===== src/hdl/pco_pkg.sv =====
package pco_pkg;

  // Bus and word geometry
  localparam int PCO_DATA_W = 32;
  localparam int PCO_ADDR_W = 12;
  localparam logic [PCO_DATA_W-1:0] PCO_RST_WORD = 32'h0000_0000;

  // Register byte offsets
  localparam logic [PCO_ADDR_W-1:0] PCO_OFS_INSTR = 12'h000;
  localparam logic [PCO_ADDR_W-1:0] PCO_OFS_SRC = 12'h004;
  localparam logic [PCO_ADDR_W-1:0] PCO_OFS_DST = 12'h008;
  localparam logic [PCO_ADDR_W-1:0] PCO_OFS_COND = 12'h00C;
  localparam logic [PCO_ADDR_W-1:0] PCO_OFS_FXE = 12'h010;
  localparam logic [PCO_ADDR_W-1:0] PCO_OFS_STATUS = 12'h014;

  // Status word layout
  localparam int PCO_ST_BUSY = 0;
  localparam int PCO_ST_SYNC = 1;
  localparam int PCO_ST_ISYNC = 2;
  localparam int PCO_ST_SPR_MISS = 3;
  localparam int PCO_ST_BAD_OP = 4;
  localparam int PCO_ST_REG_LO = 8;
  localparam int PCO_REG_IDX_W = 5;

  // AHB transfer type bit that marks NONSEQ or SEQ
  localparam int PCO_HTRANS_ACTIVE = 1;

  // Condition register geometry, bit 0 of the architecture is the word msb
  localparam int PCO_CR_FIELD_W = 4;
  localparam int PCO_CR_FIELDS = 8;
  localparam int PCO_CRF_W = 3;
  localparam int PCO_FXE_HI = 31;
  localparam int PCO_FXE_LO = 28;

  // Instruction field positions
  localparam int PCO_PRIM_HI = 31;
  localparam int PCO_PRIM_LO = 26;
  localparam int PCO_XO_HI = 10;
  localparam int PCO_XO_LO = 1;
  localparam int PCO_REG_HI = 25;
  localparam int PCO_REG_LO = 21;
  localparam int PCO_CRF_HI = 25;
  localparam int PCO_CRF_LO = 23;
  localparam int PCO_CRM_HI = 19;
  localparam int PCO_CRM_LO = 12;
  localparam int PCO_SPRF_HI = 20;
  localparam int PCO_SPRF_MID = 16;
  localparam int PCO_SPRF_LO = 11;
  localparam int PCO_SPECIAL_REG_NUMBER_W = 10;

  // Opcode values
  localparam logic [5:0] PCO_PRIM_X = 6'h1F;
  localparam logic [5:0] PCO_PRIM_XL = 6'h13;
  localparam logic [9:0] PCO_XO_MCRXR = 10'h200;
  localparam logic [9:0] PCO_XO_MFCR = 10'h013;
  localparam logic [9:0] PCO_XO_MTCRF = 10'h090;
  localparam logic [9:0] PCO_XO_MFSPR = 10'h153;
  localparam logic [9:0] PCO_XO_MTSPR = 10'h1D3;
  localparam logic [9:0] PCO_XO_EIEIO = 10'h356;
  localparam logic [9:0] PCO_XO_SYNC = 10'h256;
  localparam logic [9:0] PCO_XO_ISYNC = 10'h096;

  typedef enum logic [2:0] {
    ST_IDLE = 3'b000,
    ST_EXEC = 3'b001,
    ST_SYNC = 3'b010,
    ST_ISYNC = 3'b011,
    ST_FLUSH = 3'b100
  } pco_state_type;

  typedef enum logic [2:0] {
    OP_NONE = 3'b000,
    OP_MCRXR = 3'b001,
    OP_MFCR = 3'b010,
    OP_MTCRF = 3'b011,
    OP_MFSPR = 3'b100,
    OP_MTSPR = 3'b101,
    OP_SYNC = 3'b110,
    OP_ISYNC = 3'b111
  } pco_op_type;

  typedef struct packed {
    logic hsel;
    logic [PCO_DATA_W-1:0] haddr;
    logic [1:0] htrans;
    logic hwrite;
    logic [2:0] hsize;
    logic [PCO_DATA_W-1:0] hwdata;
    logic hready;
  } pco_ahb_req_type;

  typedef struct packed {
    logic [PCO_DATA_W-1:0] hrdata;
    logic hreadyout;
    logic hresp;
  } pco_ahb_rsp_type;

  typedef struct packed {
    logic older_busy;
    logic mem_busy;
  } pco_core_in_type;

  typedef struct packed {
    logic issue_stall;
    logic mem_hold;
    logic fetch_flush;
  } pco_core_out_type;

  function automatic pco_op_type pco_decode(input logic [PCO_DATA_W-1:0] ins);
    logic [5:0] prim;
    logic [9:0] xo;
    pco_op_type op;
    prim = ins[PCO_PRIM_HI:PCO_PRIM_LO];
    xo = ins[PCO_XO_HI:PCO_XO_LO];
    op = OP_NONE;
    if (prim == PCO_PRIM_X) begin
      if (xo == PCO_XO_MCRXR) op = OP_MCRXR;
      else if (xo == PCO_XO_MFCR) op = OP_MFCR;
      else if (xo == PCO_XO_MTCRF) op = OP_MTCRF;
      else if (xo == PCO_XO_MFSPR) op = OP_MFSPR;
      else if (xo == PCO_XO_MTSPR) op = OP_MTSPR;
      else if (xo == PCO_XO_EIEIO || xo == PCO_XO_SYNC) op = OP_SYNC;
    end else if (prim == PCO_PRIM_XL && xo == PCO_XO_ISYNC) begin
      op = OP_ISYNC;
    end
    return op;
  endfunction : pco_decode

endpackage : pco_pkg


===== src/hdl/pco_top.sv =====
// Chosen here: the address map and the AHB-Lite slave port.
`timescale 1ns/1ps
// Function
// RULE1 - Exception-to-condition move copies exception bits 0..3 into the chosen field.
// RULE2 - That move then clears exception bits 0..3.
// RULE3 - Condition read puts the whole 32-bit condition word in the destination.
// RULE4 - Masked condition write loads condition fields from source under mask.
// RULE5 - The field mask is an 8-bit instruction field, one bit per field.
// RULE6 - Mask msb selects field 0, lsb field 7; fields are 4 bits.
// RULE7 - Field loads only when its mask bit is 1, else keeps value.
// RULE8 - Special read copies the selected special register into the destination.
// RULE9 - Special write loads the selected special register from the source.
// RULE10 - Special register number is decoded from the split opcode field.
// RULE11 - Number rebuilt by swapping the two 5-bit halves of the field.
// RULE12 - Ordering barrier lets older loads and stores finish before younger ones.
// RULE13 - Instruction barrier completes only after all older instructions complete.
// RULE14 - No younger instruction starts while the instruction barrier is pending.
// RULE15 - Instruction barrier discards prefetched instructions and refetches them.
// RULE16 - Instruction barrier does not order memory accesses.
// RULE17 - Full barrier completes only after older instructions appear complete.
// RULE18 - No younger instruction executes until the full barrier completes.
// RULE19 - Full barrier completes older memory accesses against other devices first.
// RULE20 - Ordering barrier and full barrier behave identically.
// RULE21 - Ordering barrier is execution-synchronising and stalls younger instructions.
// RULE22 - No multiprocessor coherency; full barrier orders nothing across processors.
module pco_top #(
  parameter int SPR_DEPTH = 16,
  parameter int SPR_IDX_W = 4
) (
  // Clock and reset
  input wire logic hclk,
  input wire logic hresetn,
  // Register bus
  input wire pco_pkg::pco_ahb_req_type ahb_req,
  output pco_pkg::pco_ahb_rsp_type ahb_rsp,
  // Core pipeline and memory system
  input wire pco_pkg::pco_core_in_type core_in,
  output pco_pkg::pco_core_out_type core_out
);
  import pco_pkg::*;

  pco_state_type state_reg;
  logic [PCO_DATA_W-1:0] instr_reg;
  logic [PCO_DATA_W-1:0] src_reg;
  logic [PCO_DATA_W-1:0] dst_reg;
  logic [PCO_DATA_W-1:0] cond_reg;
  logic [PCO_DATA_W-1:0] cond_next;
  logic [PCO_DATA_W-1:0] fxe_reg;
  logic [PCO_DATA_W-1:0] spr_file [SPR_DEPTH];
  logic spr_miss_reg;
  logic bad_op_reg;
  logic dp_valid_reg;
  logic dp_write_reg;
  logic [PCO_ADDR_W-1:0] dp_addr_reg;
  logic [PCO_DATA_W-1:0] rdata;
  logic [PCO_DATA_W-1:0] status_word;
  logic busy;
  logic dp_stall;
  logic wr_ok;
  logic exec;
  pco_op_type op;
  logic [PCO_CRF_W-1:0] crf;
  logic [PCO_CR_FIELDS-1:0] field_write_mask;
  logic [PCO_SPECIAL_REG_NUMBER_W-1:0] spr_num;
  logic spr_hit;
  logic [SPR_IDX_W-1:0] spr_idx;
  logic [PCO_DATA_W-1:0] crm_wide;
  logic [PCO_DATA_W-1:0] crf_wide;
  logic [PCO_CR_FIELD_W-1:0] fxe_top;

  // Decode of the instruction being executed
  assign op = pco_decode(instr_reg);
  assign crf = instr_reg[PCO_CRF_HI:PCO_CRF_LO];
  assign field_write_mask = instr_reg[PCO_CRM_HI:PCO_CRM_LO]; // RULE5
  // Low half of the printed field is the high half of the number
  assign spr_num = {instr_reg[PCO_SPRF_MID-1:PCO_SPRF_LO],
                    instr_reg[PCO_SPRF_HI:PCO_SPRF_MID]}; // RULE10 RULE11
  assign spr_hit = (spr_num < PCO_SPECIAL_REG_NUMBER_W'(SPR_DEPTH));
  assign spr_idx = spr_num[SPR_IDX_W-1:0];
  assign fxe_top = fxe_reg[PCO_FXE_HI:PCO_FXE_LO];
  assign exec = (state_reg == ST_EXEC);
  assign busy = (state_reg != ST_IDLE);

  // Per-field mask expansion, field 0 at the word msb
  for (genvar i = 0; i < PCO_CR_FIELDS; i++) begin : g_field
    localparam int HI = PCO_DATA_W - 1 - PCO_CR_FIELD_W * i;
    assign crm_wide[HI -: PCO_CR_FIELD_W] =
      {PCO_CR_FIELD_W{field_write_mask[PCO_CR_FIELDS-1-i]}}; // RULE6
    assign crf_wide[HI -: PCO_CR_FIELD_W] =
      {PCO_CR_FIELD_W{crf == PCO_CRF_W'(i)}};
  end

  // Bus front end: only word accesses are expected, hsize is not checked
  // Everything but a status read waits while an instruction is in flight,
  // which is what keeps younger instructions from starting.
  assign dp_stall = dp_valid_reg && busy &&
                    !(!dp_write_reg && dp_addr_reg == PCO_OFS_STATUS); // RULE14 RULE18 RULE21
  assign wr_ok = dp_valid_reg && dp_write_reg && !dp_stall;

  always_ff @(posedge hclk or negedge hresetn) begin
    if (!hresetn) begin
      dp_valid_reg <= 1'b0;
      dp_write_reg <= 1'b0;
      dp_addr_reg <= '0;
    end else if (ahb_req.hready) begin
      dp_valid_reg <= ahb_req.hsel && ahb_req.htrans[PCO_HTRANS_ACTIVE];
      dp_write_reg <= ahb_req.hwrite;
      dp_addr_reg <= ahb_req.haddr[PCO_ADDR_W-1:0];
    end
  end

  always_comb begin
    status_word = PCO_RST_WORD;
    status_word[PCO_ST_BUSY] = busy;
    status_word[PCO_ST_SYNC] = (state_reg == ST_SYNC);
    status_word[PCO_ST_ISYNC] = (state_reg == ST_ISYNC) || (state_reg == ST_FLUSH);
    status_word[PCO_ST_SPR_MISS] = spr_miss_reg;
    status_word[PCO_ST_BAD_OP] = bad_op_reg;
    status_word[PCO_ST_REG_LO +: PCO_REG_IDX_W] = instr_reg[PCO_REG_HI:PCO_REG_LO];
  end

  // Read mux over flip-flops; unmapped reads give zero
  always_comb begin
    if (!dp_valid_reg || dp_write_reg) rdata = PCO_RST_WORD;
    else if (dp_addr_reg == PCO_OFS_INSTR) rdata = instr_reg;
    else if (dp_addr_reg == PCO_OFS_SRC) rdata = src_reg;
    else if (dp_addr_reg == PCO_OFS_DST) rdata = dst_reg;
    else if (dp_addr_reg == PCO_OFS_COND) rdata = cond_reg;
    else if (dp_addr_reg == PCO_OFS_FXE) rdata = fxe_reg;
    else if (dp_addr_reg == PCO_OFS_STATUS) rdata = status_word;
    else rdata = PCO_RST_WORD;
  end

  assign ahb_rsp.hrdata = rdata;
  assign ahb_rsp.hreadyout = !dp_stall;
  assign ahb_rsp.hresp = 1'b0;

  // Sequencer
  always_ff @(posedge hclk or negedge hresetn) begin
    if (!hresetn) begin
      state_reg <= ST_IDLE;
    end else begin
      case (state_reg)
        ST_IDLE: begin
          if (wr_ok && dp_addr_reg == PCO_OFS_INSTR) state_reg <= ST_EXEC;
        end
        ST_EXEC: begin
          if (op == OP_SYNC) state_reg <= ST_SYNC; // RULE20
          else if (op == OP_ISYNC) state_reg <= ST_ISYNC;
          else state_reg <= ST_IDLE;
        end
        ST_SYNC: begin
          // Waits on local outstanding work only; no other processor is asked
          if (!core_in.older_busy && !core_in.mem_busy) begin
            state_reg <= ST_IDLE; // RULE12 RULE17 RULE19 RULE22
          end
        end
        ST_ISYNC: begin
          // Memory traffic is deliberately not waited for here
          if (!core_in.older_busy) state_reg <= ST_FLUSH; // RULE13 RULE16
        end
        ST_FLUSH: begin
          state_reg <= ST_IDLE; // RULE15
        end
        default: begin
          state_reg <= ST_IDLE;
        end
      endcase
    end
  end

  assign core_out.issue_stall = (state_reg == ST_SYNC) || (state_reg == ST_ISYNC) ||
                                (state_reg == ST_FLUSH); // RULE14 RULE18 RULE21
  assign core_out.mem_hold = (state_reg == ST_SYNC); // RULE12 RULE16
  assign core_out.fetch_flush = (state_reg == ST_FLUSH); // RULE15

  // Instruction and source operand latches
  always_ff @(posedge hclk or negedge hresetn) begin
    if (!hresetn) begin
      instr_reg <= PCO_RST_WORD;
      src_reg <= PCO_RST_WORD;
    end else if (wr_ok) begin
      if (dp_addr_reg == PCO_OFS_INSTR) instr_reg <= ahb_req.hwdata;
      else if (dp_addr_reg == PCO_OFS_SRC) src_reg <= ahb_req.hwdata;
    end
  end

  // Condition register
  always_comb begin
    cond_next = cond_reg;
    if (exec && op == OP_MCRXR) begin
      cond_next = (cond_reg & ~crf_wide) |
                  ({PCO_CR_FIELDS{fxe_top}} & crf_wide); // RULE1
    end else if (exec && op == OP_MTCRF) begin
      cond_next = (cond_reg & ~crm_wide) | (src_reg & crm_wide); // RULE4 RULE7
    end else if (wr_ok && dp_addr_reg == PCO_OFS_COND) begin
      cond_next = ahb_req.hwdata;
    end
  end

  always_ff @(posedge hclk or negedge hresetn) begin
    if (!hresetn) cond_reg <= PCO_RST_WORD;
    else cond_reg <= cond_next;
  end

  // Fixed-point exception register
  always_ff @(posedge hclk or negedge hresetn) begin
    if (!hresetn) begin
      fxe_reg <= PCO_RST_WORD;
    end else if (exec && op == OP_MCRXR) begin
      fxe_reg[PCO_FXE_HI:PCO_FXE_LO] <= '0; // RULE2
    end else if (wr_ok && dp_addr_reg == PCO_OFS_FXE) begin
      fxe_reg <= ahb_req.hwdata;
    end
  end

  // Destination general register and last-op flags
  always_ff @(posedge hclk or negedge hresetn) begin
    if (!hresetn) begin
      dst_reg <= PCO_RST_WORD;
      spr_miss_reg <= 1'b0;
      bad_op_reg <= 1'b0;
    end else if (exec) begin
      bad_op_reg <= (op == OP_NONE);
      spr_miss_reg <= (op == OP_MFSPR || op == OP_MTSPR) && !spr_hit;
      if (op == OP_MFCR) begin
        dst_reg <= cond_reg; // RULE3
      end else if (op == OP_MFSPR) begin
        // Unimplemented numbers read as zero rather than trapping
        dst_reg <= spr_hit ? spr_file[spr_idx] : PCO_RST_WORD; // RULE8
      end
    end
  end

  // Special-purpose register file
  for (genvar s = 0; s < SPR_DEPTH; s++) begin : g_spr
    always_ff @(posedge hclk or negedge hresetn) begin
      if (!hresetn) begin
        spr_file[s] <= PCO_RST_WORD;
      end else if (exec && op == OP_MTSPR && spr_hit && spr_idx == SPR_IDX_W'(s)) begin
        spr_file[s] <= src_reg; // RULE9
      end
    end
  end
endmodule : pco_top


===== config.mk =====
export PLATFORM = sky130hd
export DESIGN_NAME = pco_top
export DESIGN_NICKNAME = d
export VERILOG_FILES = /design/src/hdl/pco_pkg.sv /design/src/hdl/pco_top.sv
export SDC_FILE = /design/constraint.sdc
export NUM_CORES = 1
export LEC_CHECK = 0
export BUFFER_PORTS_ARGS = -buffer_cell sky130_fd_sc_hd__clkbuf_2
export CORE_MARGIN = 4
export CORE_UTILIZATION = 35
export CTS_CLUSTER_DIAMETER = 200
export DETAILED_ROUTE_END_ITERATION = 8
export PLACE_DENSITY_LB_ADDON = 0.25
export SYNTH_ARGS = -nofsm -noshare
export SYNTH_HDL_FRONTEND = slang
export SYNTH_SLANG_ARGS = --single-unit

===== constraint.sdc =====
create_clock -name hclk -period 3 [get_ports hclk]
set_clock_uncertainty 0.05 [all_clocks]
set_input_delay 0.3 -clock hclk [delete_from_list [all_inputs] [get_ports hclk]]
set_output_delay 0.3 -clock hclk [all_outputs]
set_load 0.1 [all_outputs]

==> results.md, run 1 <==
* Run status: finished, violations left
* Failing checks: setup timing
* YS warnings at 0
* Slew @ Worst Pin at 0.865 ns
* HPWL after DPL at 65700 µm
* Routed vias/inst at 5.77
* Die Wd at 317 µm
* Synth Instances at 2389
* H-tree depth at 3
* Met2 Use GR at 35.4%
* Filler cells at 7859
* GR Layer Usage met1 at about 33%
* Max cap viols at 0
* Sequential Area at 17300 µm²
* Most frequent cells in the layout: dfrtp_1, mux2_4, mux2_2
* Slew HR at around 42%
* Most frequent CP cell: buf_6
* CTS tree: built
* Die Y at 317 µm
* CP max FO at 8
* Yosys cell types at 63
* Leakage at between 0.02 and 0.025 µW
* CP cell instances: buf_6, nor3b_2, buf_4, nand3_4, or4_4, a211oi_4, buf_12, buf_6, nand3_4, buf_6, nor3_4, buf_6, buf_12, mux2_4
* Initial antenna violation count at 5
* CTS Buf Count at 74
* DR pass1 iterations at 5
* Multi-input gate area at roughly 18000 µm²
* GR Overflow Total at 0
* Slowest CP cell: or4_4
* Tot GR Track Use at 22.6%
* Setup crit end kind: register
* PortBufs at 87
* Critical path class: reg2reg
* Vias at 23300
* Clock Sinks at 691
* Register bit total from synthesis at about 700
* Worst-skew pair later-pin latency at 0.64 ns
* # DRC at 0
* Mapped cell area at 33300 µm²
* Die area at roughly 100000 µm²
* Nets at 2797
* Average size of a mapped cell at 14.0 µm²
* CP top delay family: buffers and inverters
* Post-route minimum period at roughly 3.2 ns
* DRT iter0 DRCs at around 2400
* Commonest non-fill, non-tap cell in the layout: dfrtp_1
* WP data required at 3.45 ns
* Worst stage delay on the critical path at 0.46 ns
* Final Cycle Share at 108%
* P per Cell Area at 429 nW/µm²
* Peak supply drop at around 0.35 mV
* Setup ws final at -0.228 ns
* WL/cell at 29.8 µm
* Post-synth top flop: dfrtp_1
* Io pins at 113
* First-pass GRT wire length at 168000 µm
* Core area at 93900 µm²
* CP arrival at 3.68 ns
* CP Buf/Inv Count at 7
* Inst Count DP at 3690
* Crit path launch type: register
* Vias in the first global route at between 20000 and 25000
* Asr flop ratio synth at 100%
* Most used routing layer: met2
* Syn nets at 2465
* Endpoints failing setup at 589
* Crit path depth at 14
* Post-synth EDFFs at 0
* Clock slew at reported path FFs at 0.07 ns
* Dpl ws at -0.119 ns
* Top reg by flops: spr_file
* R2R cell count at 14
* Max Root-Sink Buffers at 3
* Routed Antenna Nets at 0
* Hold Path Depth at 2
* Slew Limit Fails at 0
* Layout area overhead at 38.3%
* Routed WL at about 120000 µm
* Hold Fails Final Rpt at 0
* Setup TNS at -72.81 ns
* Finished Layout Cells at 4036
* Cell Rows at 112
* RSZ-0062 raised after global routing: yes
* Root Driver: clkbuf_16
* Met3 Usage GRT at 4.02%
* Share of post-route cells with drive strength above 1 at 57.5%
* Starting density of the core at 35.5%
* Largest net degree at the start of global routing at just under 90
* Max reg flops at between 500 and 600
* Sequential share of the synthesized area at 51.9%
* RePlAce Congestion at 0.821
* Highest clock rate at between 300 and 400 MHz
* Hold crit path type: in2reg
==> logic make-up after synthesis <==
group / Yosys count / synth area share [%]
AO/OA/AOI/OAI: 172 / 3.41
AND/OR/NAND/NOR: 334 / 5.53
other: 1 / 0.0112
flip-flops: 691 / 51.9
multiplexers: 947 / 35.9
buffers and inverters: 244 / 3.26
==> worst reg2reg max path: cells and delay by family, from the launching register on <==
| family | cells | cell delay (ns) |
|---|---|---|
| simple gates | 5 | 0.99 |
| buf+inv | 7 | 1.05 |
| flops | 1 | 0.41 |
| compound gates | 1 | 0.27 |
| mux | 1 | 0.33 |
==> layout make-up <==
cell class              instances  area share (%)
inverters                       7          0.0570
diodes                          1         0.00543
flip-flops and latches        691            37.6
clock inverters                34           0.986
multi-input cells            1456            39.0
well taps                    1254            3.40
clock buffers                 102            4.57
repair buffers                491            14.4
==> per-layer routing <==
layer  vias up  part of all wire (%)
li1       9503                     -
met1     12500                    44
met2       989                    45
met3       261                   7.7
met4         4                   3.4
met5         -                 0.020
==> synth_stat cells (all sizes together), types with 4 or more instances <==
library cell,instances,share of area (%)
nand2,37,0.42
or3,7,0.13
a31oi,4,0.075
nand4b,24,0.63
or4,4,0.090
nor4,5,0.11
mux2i,106,3.2
a221oi,5,0.13
a211oi,8,0.27
and2,4,0.075
inv,7,0.079
nand3,39,0.65
o21ai,8,0.12
a21oi,66,0.99
nor2b,10,0.19
mux2,713,24
dfrtp,691,52
nor3b,8,0.20
and3,5,0.094
nor3,37,0.67
o22ai,42,0.79
buf,132,2.0
nand4,27,0.51
nor2,105,1.3
clkbuf,105,1.2
nand3b,8,0.18
mux4,128,8.6
a22o,22,0.58
==> timing repair <==
item,in CTS,in global routing
resized for setup,461,443
endpoints found under the hold margin,145,0
setup endpoints to repair,490,611
setup buffers,103,38
pin swaps,39,81
hold buffers,42,0
cloned,44,23
==> per-stage QoR <==
stage	total power, µW	hold WS, ns	area, µm²	util [%]
final	19800	0.0429	46100	49.1
after global routing	20400	0.00844	46100	49.1
after CTS	19900	0.000298	44100	46.9
after detailed placement	10200	0.318	37300	39.7
after global placement	10200	0.312	37300	39.7
after floorplan	9810	-0.0456	33400	-
==> final timing paths <==
path | from | end | slack [ns]
worst max-delay path | instr_reg[4] | spr_file[496] | -0.23
worst min-delay path | ahb_req[1] | src_reg[0] | 0.04
worst max register to register | instr_reg[4] | spr_file[496] | -0.23
worst min register to register | state_reg[2] | state_reg[1] | 0.44
max in group asynchronous | hresetn | spr_file[113] | 1.73
min in group asynchronous | hresetn | src_reg[2] | 0.23
==> power breakdown <==
part           leakage, µW  total [µW]  switching [µW]  internal (µW)
clock network      0.00125        9650            4050           5600
logic              0.00941         712             484            228
registers          0.00951        9420            53.7           9370
(Power assumes the default switching activity.)
==> run 2, diff against run 1 <==
Settings changed: ABC_AREA from default to 1.
==> run 2 against run 1 <==
The flow still finishes with violations (setup timing). Total power increased by 0.80%. Global-route usage decreased by 0.62 points. Die area decreased by 3.7%. Largest power group unchanged. Count of clock-buffer cells in the layout increased by 16. Clock power increased by 2%. Design area decreased by 16%. Wire length decreased by 10%.
==> results.md, run 2 <==
* ANT cells at 0
* CP arrival at ~2.7 ns
* Die Wd at approximately 310 µm
* CTS tree: built
* Max cap viols at 0
* Yosys cell types at 40
* YS warnings at 0
* Syn nets at 3923
* Total Power at 19900 µW
* Hold Path Depth at 3
* Leakage at 0.0186 µW
* Largest net degree at the start of global routing at 94
* WL/cell at 20.9 µm
* Average size of a mapped cell at 8.33 µm²
* HPWL after DPL at between 60000 and 70000 µm
* CP cell instances: inv_2, nand4_1, nor2_4, nand3_4, inv_6, buf_6, buf_16, buf_4, nand2_1, o211ai_1, o21ai_1, a31oi_4, buf_12
* Crit path depth at 13
* Run status: finished, violations left
* Clock Sinks at 691
* Vias in the first global route at 27000
* Post-synth top flop: dfrtp_1
* Most frequent cells in the layout: nand2_1, dfrtp_1, o21ai_0
* List of most frequent post-synthesis cells: nand2_1, dfrtp_1, o21ai_0
* PortBufs at 87
* H-tree depth at 3
* Inst Count DP at 4946
* R2R cell count at 12
* Setup crit end kind: output pin
* Dominant cell by count in the synthesized netlist: nand2_1
* RePlAce Congestion at ~0.87
* Cell Rows at between 100 and 150
* Max Root-Sink Buffers at 3
* Routed WL at 108000 µm
* Vias at 27700
* Root Driver: clkbuf_16
* Top reg by flops: spr_file
* DRT iter0 DRCs at ~3200
* WP data required at 2.65 ns
* Failing checks: setup timing
* Routed Antenna Nets at 0
* CP top delay family: buffers and inverters
* Slew Limit Fails at 0
* Die area at between 90000 and 100000 µm²
* CTS Buf Count at 78
* RSZ-0062 raised after global routing: yes
* Asr flop ratio synth at between 90% and 100%
* Register bit total from synthesis at 691
* Max reg flops at between 500 and 600
* DR pass1 iterations at 7
* Die Y at 311 µm
* Endpoints failing setup at 13
* Worst-skew pair later-pin latency at approximately 0.64 ns
* CP Buf/Inv Count at 6
* Finished Core Util at 42.9%
* Post-synth EDFFs at 0
* Sequential share of the synthesized area at 53.9%
* Tot GR Track Use at 22.0%
* Slew @ Worst Pin at roughly 0.70 ns
* First-pass GRT wire length at 168000 µm
* Io pins at 113
* Routed vias/inst at 5.38
* Hold Fails Final Rpt at 0
* Yosys top cell by area: dfrtp_1
* Commonest non-fill, non-tap cell in the layout: nand2_1
* # DRC at 0
* Mapped cell area at roughly 32000 µm²
* Highest clock rate at 326 MHz
* Peak supply drop at approximately 0.4 mV
* Hold crit path type: in2reg
* Synth Instances at 3847
* CP max FO at 7
* Slowest CP cell: dfrtp_1
* Slew HR at 53.1%
* P per Cell Area at 515 nW/µm²
* Post-synth top area share at around 54%
* Layout area overhead at 20.9%
* Nets at 3994
* Setup ws final at -0.0686 ns
* Final Cycle Share at 102%
* Share of post-route cells with drive strength above 1 at 12.2%
* Clock slew at reported path FFs at 0.05 ns
* Initial antenna violation count at 1
* GR Overflow Total at 0
* Post-route minimum period at approximately 3.1 ns
* Finished Layout Cells at 5156
* Crit path launch type: register
* Critical path class: reg2out
* Starting density of the core at 35.5%
* Worst stage delay on the critical path at ~0.38 ns
* Top post-synthesis cells by area: dfrtp_1, nand2_1, o21ai_0, a22oi_1, o21ai_1
* Core area at 90400 µm²
-- run 2: cell count changes after synthesis, sizes merged, moves of 43 or more --
cell	delta
nand3	+64
mux2	-711
mux2i	-106
nand2	+1191
mux4	-128
a22oi	+255
a21oi	-43
o21ai	+714
inv	+234
clkbuf	+79
-- run 2: routing by layer --
layer	vias up	global-route usage [%]	routed length (µm)
met5	-	0	13
met4	2	5.60	2230
met3	156	3.24	7870
met2	1067	35.7	49800
met1	13500	31.1	47900
li1	13000	-	-
-- run 2: final cells by class --
| cell class | count | area [µm²] |
|---|---|---|
| clock buffers | 118 | 2330 |
| inverters | 243 | 925 |
| clock inverters | 24 | 329 |
| multi-input cells | 2635 | 13300 |
| repair buffers | 269 | 3110 |
| fillers | 8894 | 51700 |
| well taps | 1176 | 1470 |
| flip-flops and latches | 691 | 17300 |
-- run 2: path summary, 6_finish.rpt --
check | startpoint | endpoint | slack [ns]
min in group asynchronous | hresetn | spr_file[307] | 0.15
max in group asynchronous | hresetn | spr_file[455] | 1.72
worst max-delay path | dp_addr_reg[9] | ahb_rsp[29] | -0.07
worst min-delay path | ahb_req[0] | dp_addr_reg[3] | 0.13
worst min register to register | spr_file[1] | spr_file[1] | 0.44
worst max register to register | instr_reg[6] | register | 0.21
-- run 2: cell families after synthesis --
family,after synthesis,synth area share (%)
other,1,0.0117
AO/OA/AOI/OAI,1079,19.4
AND/OR/NAND/NOR,1552,19.8
buffers and inverters,522,6.82
multiplexers,2,0.0702
flip-flops,691,53.9
-- run 2: power breakdown --
group / internal, µW / switching, µW
Sequential: 9360 / 42.2
Combinational: 187 / 499
Clock: 5770 / 4080
-- run 2: stage by stage --
step                      TNS (ns)  cell area [µm²]  hold WS, ns  setup WS, ns
final                       -0.402            38700        0.133       -0.0686
after global routing         -3.52            38700        0.180        -0.191
after CTS                    -1.40            38600        0.106       -0.0998
after detailed placement         0            35000        0.258         0.341
after global placement           0            35000        0.252         0.377
after floorplan            -0.0750            32400      -0.0456       -0.0750
-- run 2: worst reg2reg max path, cell delays in order (launching register included) --
cell,delay [ns]
dfrtp_1,0.43
inv_1,0.07
nand2_1,0.13
nor2_1,0.30
nand3_2,0.18
nand2_2,0.13
nand2_1,0.14
inv_1,0.15
nand2_1,0.07
nand2_1,0.32
nand3_1,0.41
nor2_1,0.24
nor2_1,0.06
-- run 2: what timing repair did --
action                                 CTS  global route
buffers inserted                         8             7
gates cloned                             4             1
pin swaps                               24            33
gates resized for setup                 78            52
endpoints found under the hold margin  179             0
hold buffers                            50             0
setup endpoints to repair               32            32
